$ cat config.mk
export PLATFORM = sky130hd
export DESIGN_NAME = slcd_top
export DESIGN_NICKNAME = d
export VERILOG_FILES = /design/src/rtl/slcd_pkg.sv /design/src/rtl/slcd_top.sv
export SDC_FILE = /design/constraint.sdc
export NUM_CORES = 1
export LEC_CHECK = 0
export ABC_CLOCK_PERIOD_IN_PS = 3020
export BUFFER_PORTS_ARGS = -buffer_cell sky130_fd_sc_hd__buf_4
export CAP_MARGIN = 30
export CORE_ASPECT_RATIO = 2
export CORE_MARGIN = 2
export CORE_UTILIZATION = 30
export DETAILED_ROUTE_END_ITERATION = 7
export PLACE_DENSITY = 0.46
export SLEW_MARGIN = 20
export SYNTH_ARGS = -nofsm -noshare
export SYNTH_HDL_FRONTEND = slang
export SYNTH_SLANG_ARGS = --single-unit
$ cat constraint.sdc
create_clock -name clk_in -period 3.02 [get_ports clk_in]
set_clock_uncertainty 0.05 [all_clocks]
set_input_delay 0.151 -clock clk_in [delete_from_list [all_inputs] [get_ports clk_in]]
set_output_delay 0.151 -clock clk_in [all_outputs]
set_load 0.005 [all_outputs]
$ cat src/rtl/slcd_pkg.sv
// Purpose: shared constants and types plus the serial register port
//          of the static segment driver.
// Assumes: single 20 MHz clock, pins are asynchronous to it.
// Notes:   the serial port only accepts writes.
`timescale 1ns/1ps
`default_nettype none
package slcd_pkg;
    localparam int          CLK_HZ            = 20_000_000;
    localparam int          OSC_HZ            = 25_000;
    localparam int          OSC_PREDIV        = 8;
    localparam int          OSC_POSTDIV       = 64;
    localparam int          OSC_TICK_CYC_DEF  = CLK_HZ / OSC_HZ;
    localparam int          BP_HALF_TICKS_DEF = OSC_PREDIV * OSC_POSTDIV / 2;
    localparam logic [7:0]  WADDR_LOW         = 8'hf4;
    localparam logic [7:0]  WADDR_HIGH        = 8'hd0;
    localparam logic [7:0]  LOW_RESET         = 8'h00;
    localparam logic [7:0]  HIGH_RESET        = 8'h00;
    localparam logic [7:0]  CTRL_CODE_DEF     = 8'h00;
    localparam int          SRC_SEL_BIT       = 7;
    localparam int          SEG15_BIT         = 7;
    localparam int          BANK_SEGS         = 7;
    localparam logic [3:0]  BITS_PER_BYTE     = 4'h8;

    typedef struct packed {
        logic       wr_low;
        logic       wr_high;
        logic [7:0] data;
    } slcd_wr_type;
endpackage : slcd_pkg

module slcd_i2c_slave
    import slcd_pkg::*;
#(
    parameter logic [7:0] CTRL_CODE = CTRL_CODE_DEF
) (
    // clock and reset
    input  wire logic  clk_in,
    input  wire logic  resetn_in,
    // serial pins
    input  wire logic  scl_in,
    input  wire logic  sda_in,
    output logic       sda_out,
    output logic       sda_oe_out,
    // register write strobe
    output slcd_wr_type wr_out
);
    typedef enum logic [6:0] {
        I_IDLE  = 7'b0000001,
        I_ADDR  = 7'b0000010,
        I_ACK_A = 7'b0000100,
        I_WORD  = 7'b0001000,
        I_ACK_W = 7'b0010000,
        I_DATA  = 7'b0100000,
        I_ACK_D = 7'b1000000
    } slcd_i2c_st_type;

    logic            scl_s1, scl_s2, scl_d, sda_s1, sda_s2, sda_d;
    logic            scl_rise, scl_fall, start_seen, stop_seen;
    slcd_i2c_st_type state, next_state;
    logic [3:0]      bit_cnt, next_bit_cnt;
    logic [7:0]      shreg, next_shreg;
    logic            sel_high, next_sel_high;
    logic            written, next_written;
    logic            next_oe;
    slcd_wr_type     next_wr;

    ////////////////////////////////////////////////////////////////////////
    // pin synchronisers, third stage only for edge detection
    always_ff @(posedge clk_in or negedge resetn_in) begin
        if (!resetn_in) begin
            scl_s1 <= 1'b1;
            scl_s2 <= 1'b1;
            scl_d  <= 1'b1;
            sda_s1 <= 1'b1;
            sda_s2 <= 1'b1;
            sda_d  <= 1'b1;
        end else begin
            scl_s1 <= scl_in;
            scl_s2 <= scl_s1;
            scl_d  <= scl_s2;
            sda_s1 <= sda_in;
            sda_s2 <= sda_s1;
            sda_d  <= sda_s2;
        end
    end

    assign scl_rise   = scl_s2 & ~scl_d;
    assign scl_fall   = ~scl_s2 & scl_d;
    assign start_seen = scl_s2 & scl_d & sda_d & ~sda_s2;
    assign stop_seen  = scl_s2 & scl_d & ~sda_d & sda_s2;

    ////////////////////////////////////////////////////////////////////////
    always_comb begin
        next_state    = state;
        next_bit_cnt  = bit_cnt;
        next_shreg    = shreg;
        next_sel_high = sel_high;
        next_written  = written;
        next_oe       = sda_oe_out;
        next_wr       = '0;
        if (stop_seen) begin
            next_state = I_IDLE;
            next_oe    = 1'b0;
        end else if (start_seen) begin
            next_state   = I_ADDR;
            next_bit_cnt = 4'h0;
            next_oe      = 1'b0;
            next_written = 1'b0;
        end else begin
            case (state)
                I_ADDR, I_WORD, I_DATA: begin
                    if (scl_rise && bit_cnt < BITS_PER_BYTE) begin
                        next_shreg   = {shreg[6:0], sda_s2};
                        next_bit_cnt = bit_cnt + 4'h1;
                    end else if (scl_fall && bit_cnt == BITS_PER_BYTE) begin
                        next_state = I_IDLE;
                        if (state == I_ADDR) begin
                            // foreign codes and reads get no ack
                            if (shreg[7:1] == CTRL_CODE[7:1]
                                    && !shreg[0]) begin
                                next_state = I_ACK_A;
                                next_oe    = 1'b1;
                            end
                        end else if (state == I_WORD) begin
                            if (shreg == WADDR_LOW
                                    || shreg == WADDR_HIGH) begin
                                next_state    = I_ACK_W;
                                next_oe       = 1'b1;
                                next_sel_high = (shreg == WADDR_HIGH);
                            end
                        end else if (!written) begin
                            // one data byte per transfer
                            next_wr.wr_low  = ~sel_high;
                            next_wr.wr_high = sel_high;
                            next_wr.data    = shreg;
                            next_written    = 1'b1;
                            next_state      = I_ACK_D;
                            next_oe         = 1'b1;
                        end
                    end
                end
                I_ACK_A, I_ACK_W, I_ACK_D: begin
                    if (scl_fall) begin
                        next_oe      = 1'b0;
                        next_bit_cnt = 4'h0;
                        next_state   = (state == I_ACK_A) ? I_WORD : I_DATA;
                    end
                end
                default: begin
                    next_state = I_IDLE;
                end
            endcase
        end
    end

    always_ff @(posedge clk_in or negedge resetn_in) begin
        if (!resetn_in) begin
            state      <= I_IDLE;
            bit_cnt    <= 4'h0;
            shreg      <= 8'h00;
            sel_high   <= 1'b0;
            written    <= 1'b0;
            sda_oe_out <= 1'b0;
            sda_out    <= 1'b0;
            wr_out     <= '0;
        end else begin
            state      <= next_state;
            bit_cnt    <= next_bit_cnt;
            shreg      <= next_shreg;
            sel_high   <= next_sel_high;
            written    <= next_written;
            sda_oe_out <= next_oe;
            sda_out    <= 1'b0;
            wr_out     <= next_wr;
        end
    end
endmodule : slcd_i2c_slave
`default_nettype wire

$ cat src/rtl/slcd_top.sv
// Purpose: static segment driver, fourteen segment pins plus one pin
//          that is backplane output or segment fifteen.
// Assumes: 20 MHz clk_in; external backplane and serial pins async.
// Notes:   outputs are registered, one cycle behind the backplane.
`timescale 1ns/1ps
`default_nettype none
module slcd_top
    import slcd_pkg::*;
#(
    parameter logic [7:0] CTRL_CODE     = CTRL_CODE_DEF,
    parameter logic [7:0] LOW_INIT      = LOW_RESET,
    parameter logic [7:0] HIGH_INIT     = HIGH_RESET,
    parameter int         OSC_TICK_CYC  = OSC_TICK_CYC_DEF,
    parameter int         BP_HALF_TICKS = BP_HALF_TICKS_DEF
) (
    // clock and reset
    input  wire logic        clk_in,
    input  wire logic        resetn_in,
    // serial pins
    input  wire logic        scl_in,
    input  wire logic        sda_in,
    output logic             sda_out,
    output logic             sda_oe_out,
    // backplane and segments
    input  wire logic        ext_bp_clk_in,
    output logic [13:0]      seg_out,
    output logic             dual_out
);
    localparam int OSC_W  = $clog2(OSC_TICK_CYC);
    localparam int HALF_W = (BP_HALF_TICKS > 1) ? $clog2(BP_HALF_TICKS) : 1;

    generate
        if (OSC_TICK_CYC < 2 || BP_HALF_TICKS < 1) begin : g_bad_param
            $error("slcd_top: divider parameters out of range");
        end
    endgenerate

    typedef enum logic [0:0] {
        SM_STATE0 = 1'b1
    } slcd_sm_type;

    slcd_wr_type      wr;
    logic [7:0]       ctrl_low, next_ctrl_low;
    logic [7:0]       ctrl_high, next_ctrl_high;
    slcd_sm_type      sm_state, next_sm_state;
    logic             por_done;
    logic             ext_s1, ext_s2;
    logic             backplane_src_select;
    logic             osc_gate_nand;
    logic [OSC_W-1:0] osc_cnt, next_osc_cnt;
    logic [HALF_W-1:0] half_cnt, next_half_cnt;
    logic             osc_tick;
    logic             bp_int, next_bp_int;
    logic             backplane_clk;
    logic [13:0]      next_seg;
    logic             next_dual;

    ////////////////////////////////////////////////////////////////////////
    slcd_i2c_slave #(
        .CTRL_CODE (CTRL_CODE)
    ) u_i2c (
        .clk_in     (clk_in),
        .resetn_in  (resetn_in),
        .scl_in     (scl_in),
        .sda_in     (sda_in),
        .sda_out    (sda_out),
        .sda_oe_out (sda_oe_out),
        .wr_out     (wr)
    );

    ////////////////////////////////////////////////////////////////////////
    // control banks loaded from the write strobes, plus a one-state machine
    always_comb begin
        next_ctrl_low  = wr.wr_low  ? wr.data : ctrl_low;
        next_ctrl_high = wr.wr_high ? wr.data : ctrl_high;
        case (sm_state)
            SM_STATE0: next_sm_state = SM_STATE0;
            default:   next_sm_state = SM_STATE0;
        endcase
    end

    always_ff @(posedge clk_in or negedge resetn_in) begin
        if (!resetn_in) begin
            ctrl_low  <= LOW_INIT;
            ctrl_high <= HIGH_INIT;
            sm_state  <= SM_STATE0;
            por_done  <= 1'b0;
            ext_s1    <= 1'b0;
            ext_s2    <= 1'b0;
        end else begin
            ctrl_low  <= next_ctrl_low;
            ctrl_high <= next_ctrl_high;
            sm_state  <= next_sm_state;
            por_done  <= 1'b1;
            ext_s1    <= ext_bp_clk_in;
            ext_s2    <= ext_s1;
        end
    end

    assign backplane_src_select = ctrl_low[SRC_SEL_BIT];

    ////////////////////////////////////////////////////////////////////////
    // oscillator model: held in reset while powered down, so it always
    // restarts with a full first half period
    assign osc_gate_nand = ~(backplane_src_select & por_done);
    assign osc_tick = (osc_cnt == OSC_W'(OSC_TICK_CYC - 1));

    always_comb begin
        next_osc_cnt  = osc_cnt;
        next_half_cnt = half_cnt;
        next_bp_int   = bp_int;
        if (osc_gate_nand) begin
            next_osc_cnt  = '0;
            next_half_cnt = '0;
            next_bp_int   = 1'b0;
        end else if (osc_tick) begin
            next_osc_cnt = '0;
            if (half_cnt == HALF_W'(BP_HALF_TICKS - 1)) begin
                next_half_cnt = '0;
                next_bp_int   = ~bp_int;
            end else begin
                next_half_cnt = half_cnt + 1'b1;
            end
        end else begin
            next_osc_cnt = osc_cnt + 1'b1;
        end
    end

    always_ff @(posedge clk_in or negedge resetn_in) begin
        if (!resetn_in) begin
            osc_cnt  <= '0;
            half_cnt <= '0;
            bp_int   <= 1'b0;
        end else begin
            osc_cnt  <= next_osc_cnt;
            half_cnt <= next_half_cnt;
            bp_int   <= next_bp_int;
        end
    end

    // clock_source_mux
    assign backplane_clk = backplane_src_select ? bp_int : ext_s2;

    ////////////////////////////////////////////////////////////////////////
    // segment drivers: high bit inverts the backplane (dark)
    always_comb begin
        next_seg[BANK_SEGS-1:0] = ctrl_low[BANK_SEGS-1:0]
                                ^ {BANK_SEGS{backplane_clk}};
        next_seg[13:BANK_SEGS]  = ctrl_high[BANK_SEGS-1:0]
                                ^ {BANK_SEGS{backplane_clk}};
        if (backplane_src_select) begin
            next_dual = bp_int;
        end else begin
            next_dual = ctrl_high[SEG15_BIT] ^ backplane_clk;
        end
    end

    always_ff @(posedge clk_in or negedge resetn_in) begin
        if (!resetn_in) begin
            seg_out  <= 14'h0000;
            dual_out <= 1'b0;
        end else begin
            seg_out  <= next_seg;
            dual_out <= next_dual;
        end
    end
endmodule : slcd_top
`default_nettype wire
[Word-level counts from Yosys, hierarchy flattened]
Index checks and enable logic that the tools add are counted.
Cells by class
  reductions and logical operators: 19
  $add $sub $neg: 3
  shift operators: 0
  bitwise logic cells: 21
  equality and inequality tests: 24
  $lt $le $gt $ge: 1
  multipliers: 0
  divide/modulo/power cells: 0
  muxes and demuxes: 51
Operators with widths (count)
  $mux 10: 10
  $mux 7: 8
  $eq 8x8->1 const B: 3
  $mux 8: 3
  $mux 1: 21
  $pmux 7 s2: 1
  $xor 7x7->7: 2
  $mux 4: 3
  $add 10x1->10 const B: 1
  $eq 10x10->1 const B: 1
  $not 1->1: 10
  $add 8x1->8 const B: 1
  $and 1x1->1: 8
  $ne 2x1->1 const B: 4
  $ne 4x1->1 const B: 2
  $pmux 4 s2: 1
  $reduce_and 4->1: 2
  $reduce_and 8->1: 1
  $eq 7x2->1 const B: 1
  $eq 7x3->1 const B: 1
  $eq 7x4->1 const B: 1
  $eq 7x5->1 const B: 1
  $eq 7x6->1 const B: 1
  $eq 7x7->1 const B: 1
  other kinds (26): 31
Storage, ports and cells
  bits in latches: 0
  RAM bits: 0
  memories: 0
  ROM bits: 0
  flip-flop bits (word level): 91
  word-level logic and storage cells: 144
  output and inout port bits: 17
  input port bits: 5

[Logic depth before layout (Yosys ltp)]
Gate-level depths: netlist (run 1).
  depth after elaboration: 10
  gate-level depth with buffers: 7
  gate-level depth less buffers: 6

[By module]
Synthesis (run 1) repeated with hierarchy kept, for this count alone.
Unflattened totals
  cell total of the unflattened synthesis: 327
  area total of the unflattened synthesis: 3925.0 um2
By module, submodules not included
  slcd_top: instances 1, cells each 170, area an instance 2182.1 um2, sequential area each 1326.3 um2
  slcd_i2c_slave: instances 1, cells each 157, area an instance 1742.9 um2, sequential area each 959.7 um2

[Worst setup path before layout (run 1)]
OpenSTA, ideal clock, no wires.
  path type: register to register
  start point: reg u_i2c.state[2]
  end point: reg u_i2c.sel_high
  path slack: 0.870 ns
  buffers on the path: 0
  setup time: 0.125 ns
  clock period less this slack: 2.150 ns
  arrival: 1.976 ns
  cell stages (with the launch flop): 6
  required time: 2.845 ns
  cell sequence: dfrtp_1 nor4_4 nand2_2 or4_4 nor3b_1 mux2_2
Between the ends
  word-level cells in the longest chain between the ends: 3
RTL lines
  start: declaration: line slcd_pkg.sv:59  | slcd_i2c_st_type state, next_state;
  start signal: assignment: line slcd_pkg.sv:167  | state <= next_state;
  $eq 7x6->1 (tied with other cells): line slcd_pkg.sv:110  | case (state)
  $reduce_or 3->1 or $not 1->1 (tied branches)
  $reduce_and 8->1 (no source line) (*)
  end signal: assignment: line slcd_pkg.sv:170  | sel_high <= next_sel_high;
  end: declaration: line slcd_pkg.sv:62  | logic sel_high, next_sel_high;
Mark *: on every way between the ends. The rest lies on a longest branch, timed or not.
A chain may end at the register's enable or synchronous reset.

[Worst setup path in the final report (run 1)]
Ends and elaborated chain as after synthesis.

==> results.sh, run 1 <==
export IMPL_grt_overflow=0
export IMPL_vdd_drop_max_uv=318.2
export IMPL_end_kind="register"
export IMPL_synthTopCellsByCount="dfrtp_1 (84), nor2_1 (27), mux2_2 (26)"
export IMPL_hold_viol=0
export IMPL_cts_resized=0
export IMPL_fill_cells=1265
export IMPL_synth_cell_type_count=48
export IMPL_r2r_setup_slack_ns=0.69
export IMPL_ys_warn_count=0
export IMPL_track_usage_pct=11.76
export IMPL_max_slew_margin_pct=63.89
export IMPL_fp_dieH_microns=163.9
export IMPL_status="complete, no violations"
export IMPL_drc_errors=0
export IMPL_synth_avg_cell_area_sq_um=12.29
export IMPL_multi_input_area_sq_mm=0.001468
export IMPL_rsz0062_at_grt="no"
export IMPL_max_cap_violations=0
export IMPL_fin_util_pct=35.97
export IMPL_synth_top_cell_area_share_pct=54.83
export IMPL_yosysTopAreaCell="dfrtp_1"
export IMPL_cts_buffer_depth=2
export IMPL_critical_path_max_fanout=6
export IMPL_cts_tree="built"
export IMPL_reg2reg_to="u_i2c.sel_high"
export IMPL_clk_pin_slew_ns=0.07
export IMPL_grt_pass1_vias=2529
export IMPL_max_freq_mhz=428.9
export IMPL_p_leak_nw=2.032
export IMPL_fin_crit_ns=2.331
export IMPL_finalSetupViolCount=0
export IMPL_viasPerCell=4.735
export IMPL_clkSinkCount=91
export IMPL_crit_type="register to register"
export IMPL_grt_max_degree=44
export IMPL_synth_nets=321
export IMPL_num_nets_final=352
export IMPL_antenna_found_initial=0
export IMPL_synth_seq_area_share_pct=59.63
export IMPL_crit_required_ns=3.19
export IMPL_path_buf_inv=0
export IMPL_n_antenna_cell=0
export IMPL_wl_microns=7247
export IMPL_critPathTopFamily="simple AND/OR/NAND/NOR gates"
export IMPL_grt_pass1_wl_microns=12560
export IMPL_placementRows=58
export IMPL_syn2layout_area_growth_pct=17.79
export IMPL_die_area_sq_mm=0.01375
export IMPL_worst_pin_slew_ns=0.5417
export IMPL_start_util_pct=30.54
export IMPL_clock_root_buffer="clkbuf_16"
export IMPL_synth_edf_count=0
export IMPL_holdCritPathClass="input pin to async pin"
export IMPL_r2r_cells=5
export IMPL_start_kind="register"
export IMPL_drtIter0Drc=98
export IMPL_pin_count=22
export IMPL_r2r_start="u_i2c.state[2]"
export IMPL_cts_max_level=3
export IMPL_fin_crit_sh_pct=77.20
export IMPL_drt_pass1_iter_count=4
export IMPL_dpl_hpwl_microns=5347
export IMPL_cp_slowest_stage_delay_ns=0.58
export IMPL_synth_ff_type="dfrtp_1"
export IMPL_crit_slowest_cell="or4_4"
export IMPL_final_layout_size_suffix_gt1_share_pct=24.43
export IMPL_synth_seq_cells=91
export IMPL_drv_slew=0
export IMPL_synth_most_common_cell="dfrtp_1"
export IMPL_fin_tns_setup_ns=0
export IMPL_syn_cell_area_sq_mm=0.003834
export IMPL_ant_nets=0
export IMPL_vias=2358
export IMPL_die_w_microns=83.94
export IMPL_clk_insertion_delay_late_ns=0.34
export IMPL_power_density_mw_per_mm2=564.6
export IMPL_gp_congestion=0.7932
export IMPL_synth_async_reset_ratio_pct=100.0
export IMPL_wl_per_cell_microns=14.55
export IMPL_core_area_sq_mm=0.01255
export IMPL_portBuffers=20
export IMPL_synth_cells=312
export IMPL_crit_chain="nor4_4 > nand2_2 > or4_4 > nor3b_1 > mux2_2"
export IMPL_worstPathArrival_ns=2.50
export IMPL_synthTopCellsByArea="dfrtp_1 (55%), mux2_2 (7.6%), dfstp_2 (4.8%)"
export IMPL_register_area_sq_mm=0.002286
export IMPL_numCtsBuffers=9
-- placed cells by master (no fill, tap or decap), types with 3 or more instances in the layout --
| master | synthesis | final |
|---|---|---|
| buf_4 | 2 | 25 |
| mux2i_1 | 5 | 4 |
| and3_1 | 4 | 4 |
| nand3b_1 | 3 | 3 |
| nor3_1 | 5 | 5 |
| o21ai_0 | 8 | 8 |
| or2_2 | 3 | 3 |
| a21oi_1 | 3 | 3 |
| dfrtp_1 | 84 | 84 |
| xor2_1 | 12 | 12 |
| dlygate4sd3_1 | 0 | 4 |
| xnor2_1 | 19 | 19 |
| inv_1 | 6 | 6 |
| nand3_1 | 16 | 16 |
| dfstp_2 | 7 | 7 |
| clkbuf_16 | 0 | 9 |
| mux2_2 | 26 | 26 |
| ha_1 | 4 | 4 |
| and2_1 | 10 | 10 |
| nor2_1 | 27 | 27 |
| nand4_1 | 6 | 6 |
| nand2_1 | 17 | 17 |
| o211ai_1 | 3 | 3 |
| nor2b_1 | 5 | 5 |
-- cell type report --
| type | count | share of cell area, % |
|---|---|---|
| clock buffer | 9 | 4.988 |
| clock inverter | 7 | 2.189 |
| inverter | 6 | 0.4988 |
| multi-input combinational | 206 | 32.50 |
| sequential | 91 | 50.62 |
| tap | 150 | 4.156 |
| timing repair buffer | 29 | 5.043 |
-- layer usage --
metal  up-vias  wire length (microns)  track usage (%)  share of wire (%)
met1      1169                   2647            11.70                 37
met5         -                      0                0                  0
met4         0                    185            5.205                2.6
met3        11                    205            3.065                2.8
met2        38                   4209            22.51                 58
li1       1140                      -                -                  -
-- per-stage QoR --
| step | power, W | hold WS (ns) | cell area, sq um | setup slack [ns] | cells |
|---|---|---|---|---|---|
| 2_1_floorplan | 0.001302 | -0.1946 | 3834 | 0.8696 | 312 |
| 3_3_place_gp | 0.001358 | 0.1313 | 4151 | 0.7856 | 478 |
| 3_5_place_dp | 0.001359 | 0.1374 | 4151 | 0.7137 | 478 |
| 4_1_cts | 0.002600 | 0.3054 | 4516 | 0.6936 | 498 |
| 5_1_grt | 0.002650 | 0.3087 | 4516 | 0.5679 | 498 |
| 6_report | 0.002550 | 0.2884 | 4516 | 0.6887 | 498 |
-- cells by family after synthesis --
| group | count (synthesis) | synth area share, % |
|---|---|---|
| adder cells (fa/ha/maj) | 4 | 1.306 |
| multiplexers | 31 | 8.943 |
| XOR/XNOR | 31 | 7.082 |
| flip-flops | 91 | 59.63 |
| other | 2 | 0.1959 |
| AO/OA/AOI/OAI | 31 | 5.744 |
| buffers and inverters | 15 | 2.187 |
| AND/OR/NAND/NOR | 107 | 14.92 |
-- worst max path at each step --
stage                         from          endpoint  cells past startpoint
floorplan           u_i2c.state[2]    u_i2c.sel_high                      5
global route        u_i2c.state[2]  u_i2c.bit_cnt[1]                      5
global placement    u_i2c.state[2]    u_i2c.sel_high                      5
CTS                 u_i2c.state[2]    u_i2c.sel_high                      5
finish              u_i2c.state[2]    u_i2c.sel_high                      5
detailed placement  u_i2c.state[2]    u_i2c.sel_high                      5
-- what timing repair did --
action,in CTS,in global routing
buffers inserted,0,0
hold buffers,4,0
endpoints found under the hold margin,44,0
-- power breakdown --
part	switching, W	internal [W]	leakage (nW)
Sequential	0.0000108	0.00124	1.21
Clock	0.000483	0.000731	0.156
Combinational	0.0000484	0.0000356	0.671
-- sequential cells by signal (all words and copies together), names as in the netlist, 4 cells and up --
| signal | count |
|---|---|
| ctrl_high | 8 |
| ctrl_low | 8 |
| half_cnt | 8 |
| osc_cnt | 10 |
| seg_out | 14 |
| u_i2c.bit_cnt | 4 |
| u_i2c.shreg | 8 |
| u_i2c.state | 7 |
| u_i2c.wr_out | 10 |
(Power assumes the default switching activity.)
==> run 2: changes to the inputs <==
- ABC_CLOCK_PERIOD_IN_PS: 3020 -> 2400
- clock period: 3.02 -> 2.4 ns (I/O delays scaled with it)
==> run 2 against run 1 <==
Against the previous run: clock power grew 33%; clock-buffer cell count grew 1; core utilization grew 0.54 points; critical path depth is the same; critical endpoint unchanged; largest cell class unchanged.
==> results.sh, run 2 (same netlist as run 1, synthesis figures left out) <==
export IMPL_status="complete, no violations"
export IMPL_r2r_start="u_i2c.state[2]"
export IMPL_largest_reg_flops=14
export IMPL_final_cell_mix="dfrtp_1 (84), buf_4 (29), nor2_1 (27)"
export IMPL_hold_viol=0
export IMPL_core_area_sq_mm=0.01255
export IMPL_num_nets_final=357
export IMPL_max_slew_margin_pct=57.05
export IMPL_cts_hold_buf=4
export IMPL_cp_slowest_stage_delay_ns=0.57
export IMPL_reg2reg_to="u_i2c.sel_high"
export IMPL_crit_slowest_cell="or4_4"
export IMPL_placementRows=58
export IMPL_post_cts_setup_buffers=0
export IMPL_clock_root_buffer="clkbuf_16"
export IMPL_fin_crit_ns=2.266
export IMPL_drt_pass1_iter_count=4
export IMPL_p_comb_share_pct=3.3
export IMPL_pin_count=22
export IMPL_hold_depth=0
export IMPL_seqPwrFrac_pct=47.8
export IMPL_worst_pin_slew_ns=0.6442
export IMPL_startpoint="u_i2c.state[2]"
export IMPL_r2r_setup_slack_ns=0.13
export IMPL_n_antenna_cell=0
export IMPL_swShare_pct=20.22
export IMPL_fin_tns_setup_ns=0
export IMPL_finalSetupViolCount=0
export IMPL_gp_congestion=0.8458
export IMPL_grt_max_degree=50
export IMPL_antenna_found_initial=0
export IMPL_numCtsBuffers=9
export IMPL_fp_dieH_microns=163.9
export IMPL_r2r_cells=5
export IMPL_critPathTopFamily="simple AND/OR/NAND/NOR gates"
export IMPL_syn2layout_area_growth_pct=19.55
export IMPL_reg_top3="seg_out x14, osc_cnt x10, u_i2c.wr_out x10"
export IMPL_final_layout_size_suffix_gt1_share_pct=25.21
export IMPL_crit_type="register to register"
export IMPL_cts_tree="built"
export IMPL_fin_crit_sh_pct=94.40
export IMPL_rsz0062_at_grt="no"
export IMPL_worstPathArrival_ns=2.44
export IMPL_power_density_mw_per_mm2=719.8
export IMPL_fin_util_pct=36.51
export IMPL_grt_overflow=0
export IMPL_start_util_pct=30.54
export IMPL_vdd_drop_max_uv=439.0
export IMPL_top_register="seg_out"
export IMPL_cts_max_level=3
export IMPL_max_freq_mhz=441.4
export IMPL_final_common_cell="dfrtp_1"
export IMPL_drc_errors=0
export IMPL_max_cap_violations=0
export IMPL_wl_microns=7349
export IMPL_viasPerCell=4.753
export IMPL_clkSinkCount=91
export IMPL_path_buf_inv=0
export IMPL_drv_slew=0
export IMPL_p_leak_nw=2.070
export IMPL_worstHoldStart="ext_s1"
export IMPL_ant_nets=0
export IMPL_clk_insertion_delay_late_ns=0.34
export IMPL_drtIter0Drc=107
export IMPL_cts_buffer_depth=2
export IMPL_clk_pin_slew_ns=0.07
export IMPL_track_usage_pct=11.83
export IMPL_grt_pass1_vias=2587
export IMPL_die_w_microns=83.94
export IMPL_vias=2391
export IMPL_end_kind="register"
export IMPL_p_clk_share_pct=48.9
export IMPL_portBuffers=20
export IMPL_min_to="ext_s2"
export IMPL_dpl_hpwl_microns=5290
export IMPL_p_int_w=0.002632
export IMPL_grt_pass1_wl_microns=12520
export IMPL_crit_chain="nor4_4 > nand2_2 > or4_4 > nor3b_1 > mux2_2"
export IMPL_power_switching_w=0.0006670
export IMPL_wl_per_cell_microns=14.61
export IMPL_die_area_sq_mm=0.01375
export IMPL_holdCritPathClass="register to register"
export IMPL_critical_path_max_fanout=6
export IMPL_cts_resized=0
export IMPL_crit_required_ns=2.57
export IMPL_start_kind="register"
==> run 2: area by class of cell <==
class	count	area, sq um
flip-flops and latches	91	2286
clock inverters	6	112.6
repair buffers	34	277.8
inverters	6	22.52
clock buffers	10	229.0
well taps	150	187.7
multi-input cells	206	1468
fillers	1243	7971
==> run 2: worst reg2reg max path: cells and delay by family, from the launching register on <==
kind	cells	cell delay [ns]
muxes	1	0.35
DFF	1	0.44
and+or+nand+nor	4	1.32
==> run 2: routing by layer <==
metal | global-route usage (%) | vias to the layer above | routed length (microns)
met4 | 6.965 | 0 | 257
met2 | 22.22 | 38 | 4163
met3 | 2.864 | 16 | 203
met1 | 11.51 | 1183 | 2724
li1 | - | 1154 | -
met5 | 0 | - | 0
==> run 2: worst max path at each step <==
| stage | endpoint | slack, ns | cells past startpoint |
|---|---|---|---|
| 2_1_floorplan | u_i2c.sel_high | 0.25 | 5 |
| 3_3_place_gp | u_i2c.sel_high | 0.18 | 5 |
| 3_5_place_dp | u_i2c.sel_high | 0.14 | 5 |
| 4_1_cts | u_i2c.sel_high | 0.13 | 5 |
| 5_1_grt | u_i2c.sel_high | 0.01 | 5 |
| 6_report | u_i2c.sel_high | 0.13 | 5 |
==> run 2: metrics by stage <==
stage	total power [W]	hold slack [ns]	std cells	setup slack [ns]	instance area [sq um]
2_1_floorplan	0.001638	-0.2256	312	0.2496	3834
3_3_place_gp	0.001713	0.1426	483	0.1753	4202
3_5_place_dp	0.001714	0.1536	483	0.1436	4202
4_1_cts	0.003366	0.3010	503	0.1284	4583
5_1_grt	0.003442	0.3075	503	0.01070	4583
6_report	0.003299	0.2906	503	0.1344	4583
==> run 2: power groups by stage <==
stage / clock network [W] / registers (W) / logic, W
floorplan: 0 / 0.00160 / 0.0000357
global placement: 0 / 0.00160 / 0.000108
detailed placement: 0 / 0.00160 / 0.000109
CTS: 0.00168 / 0.00158 / 0.000114
global route: 0.00174 / 0.00158 / 0.000125
finish: 0.00161 / 0.00158 / 0.000109
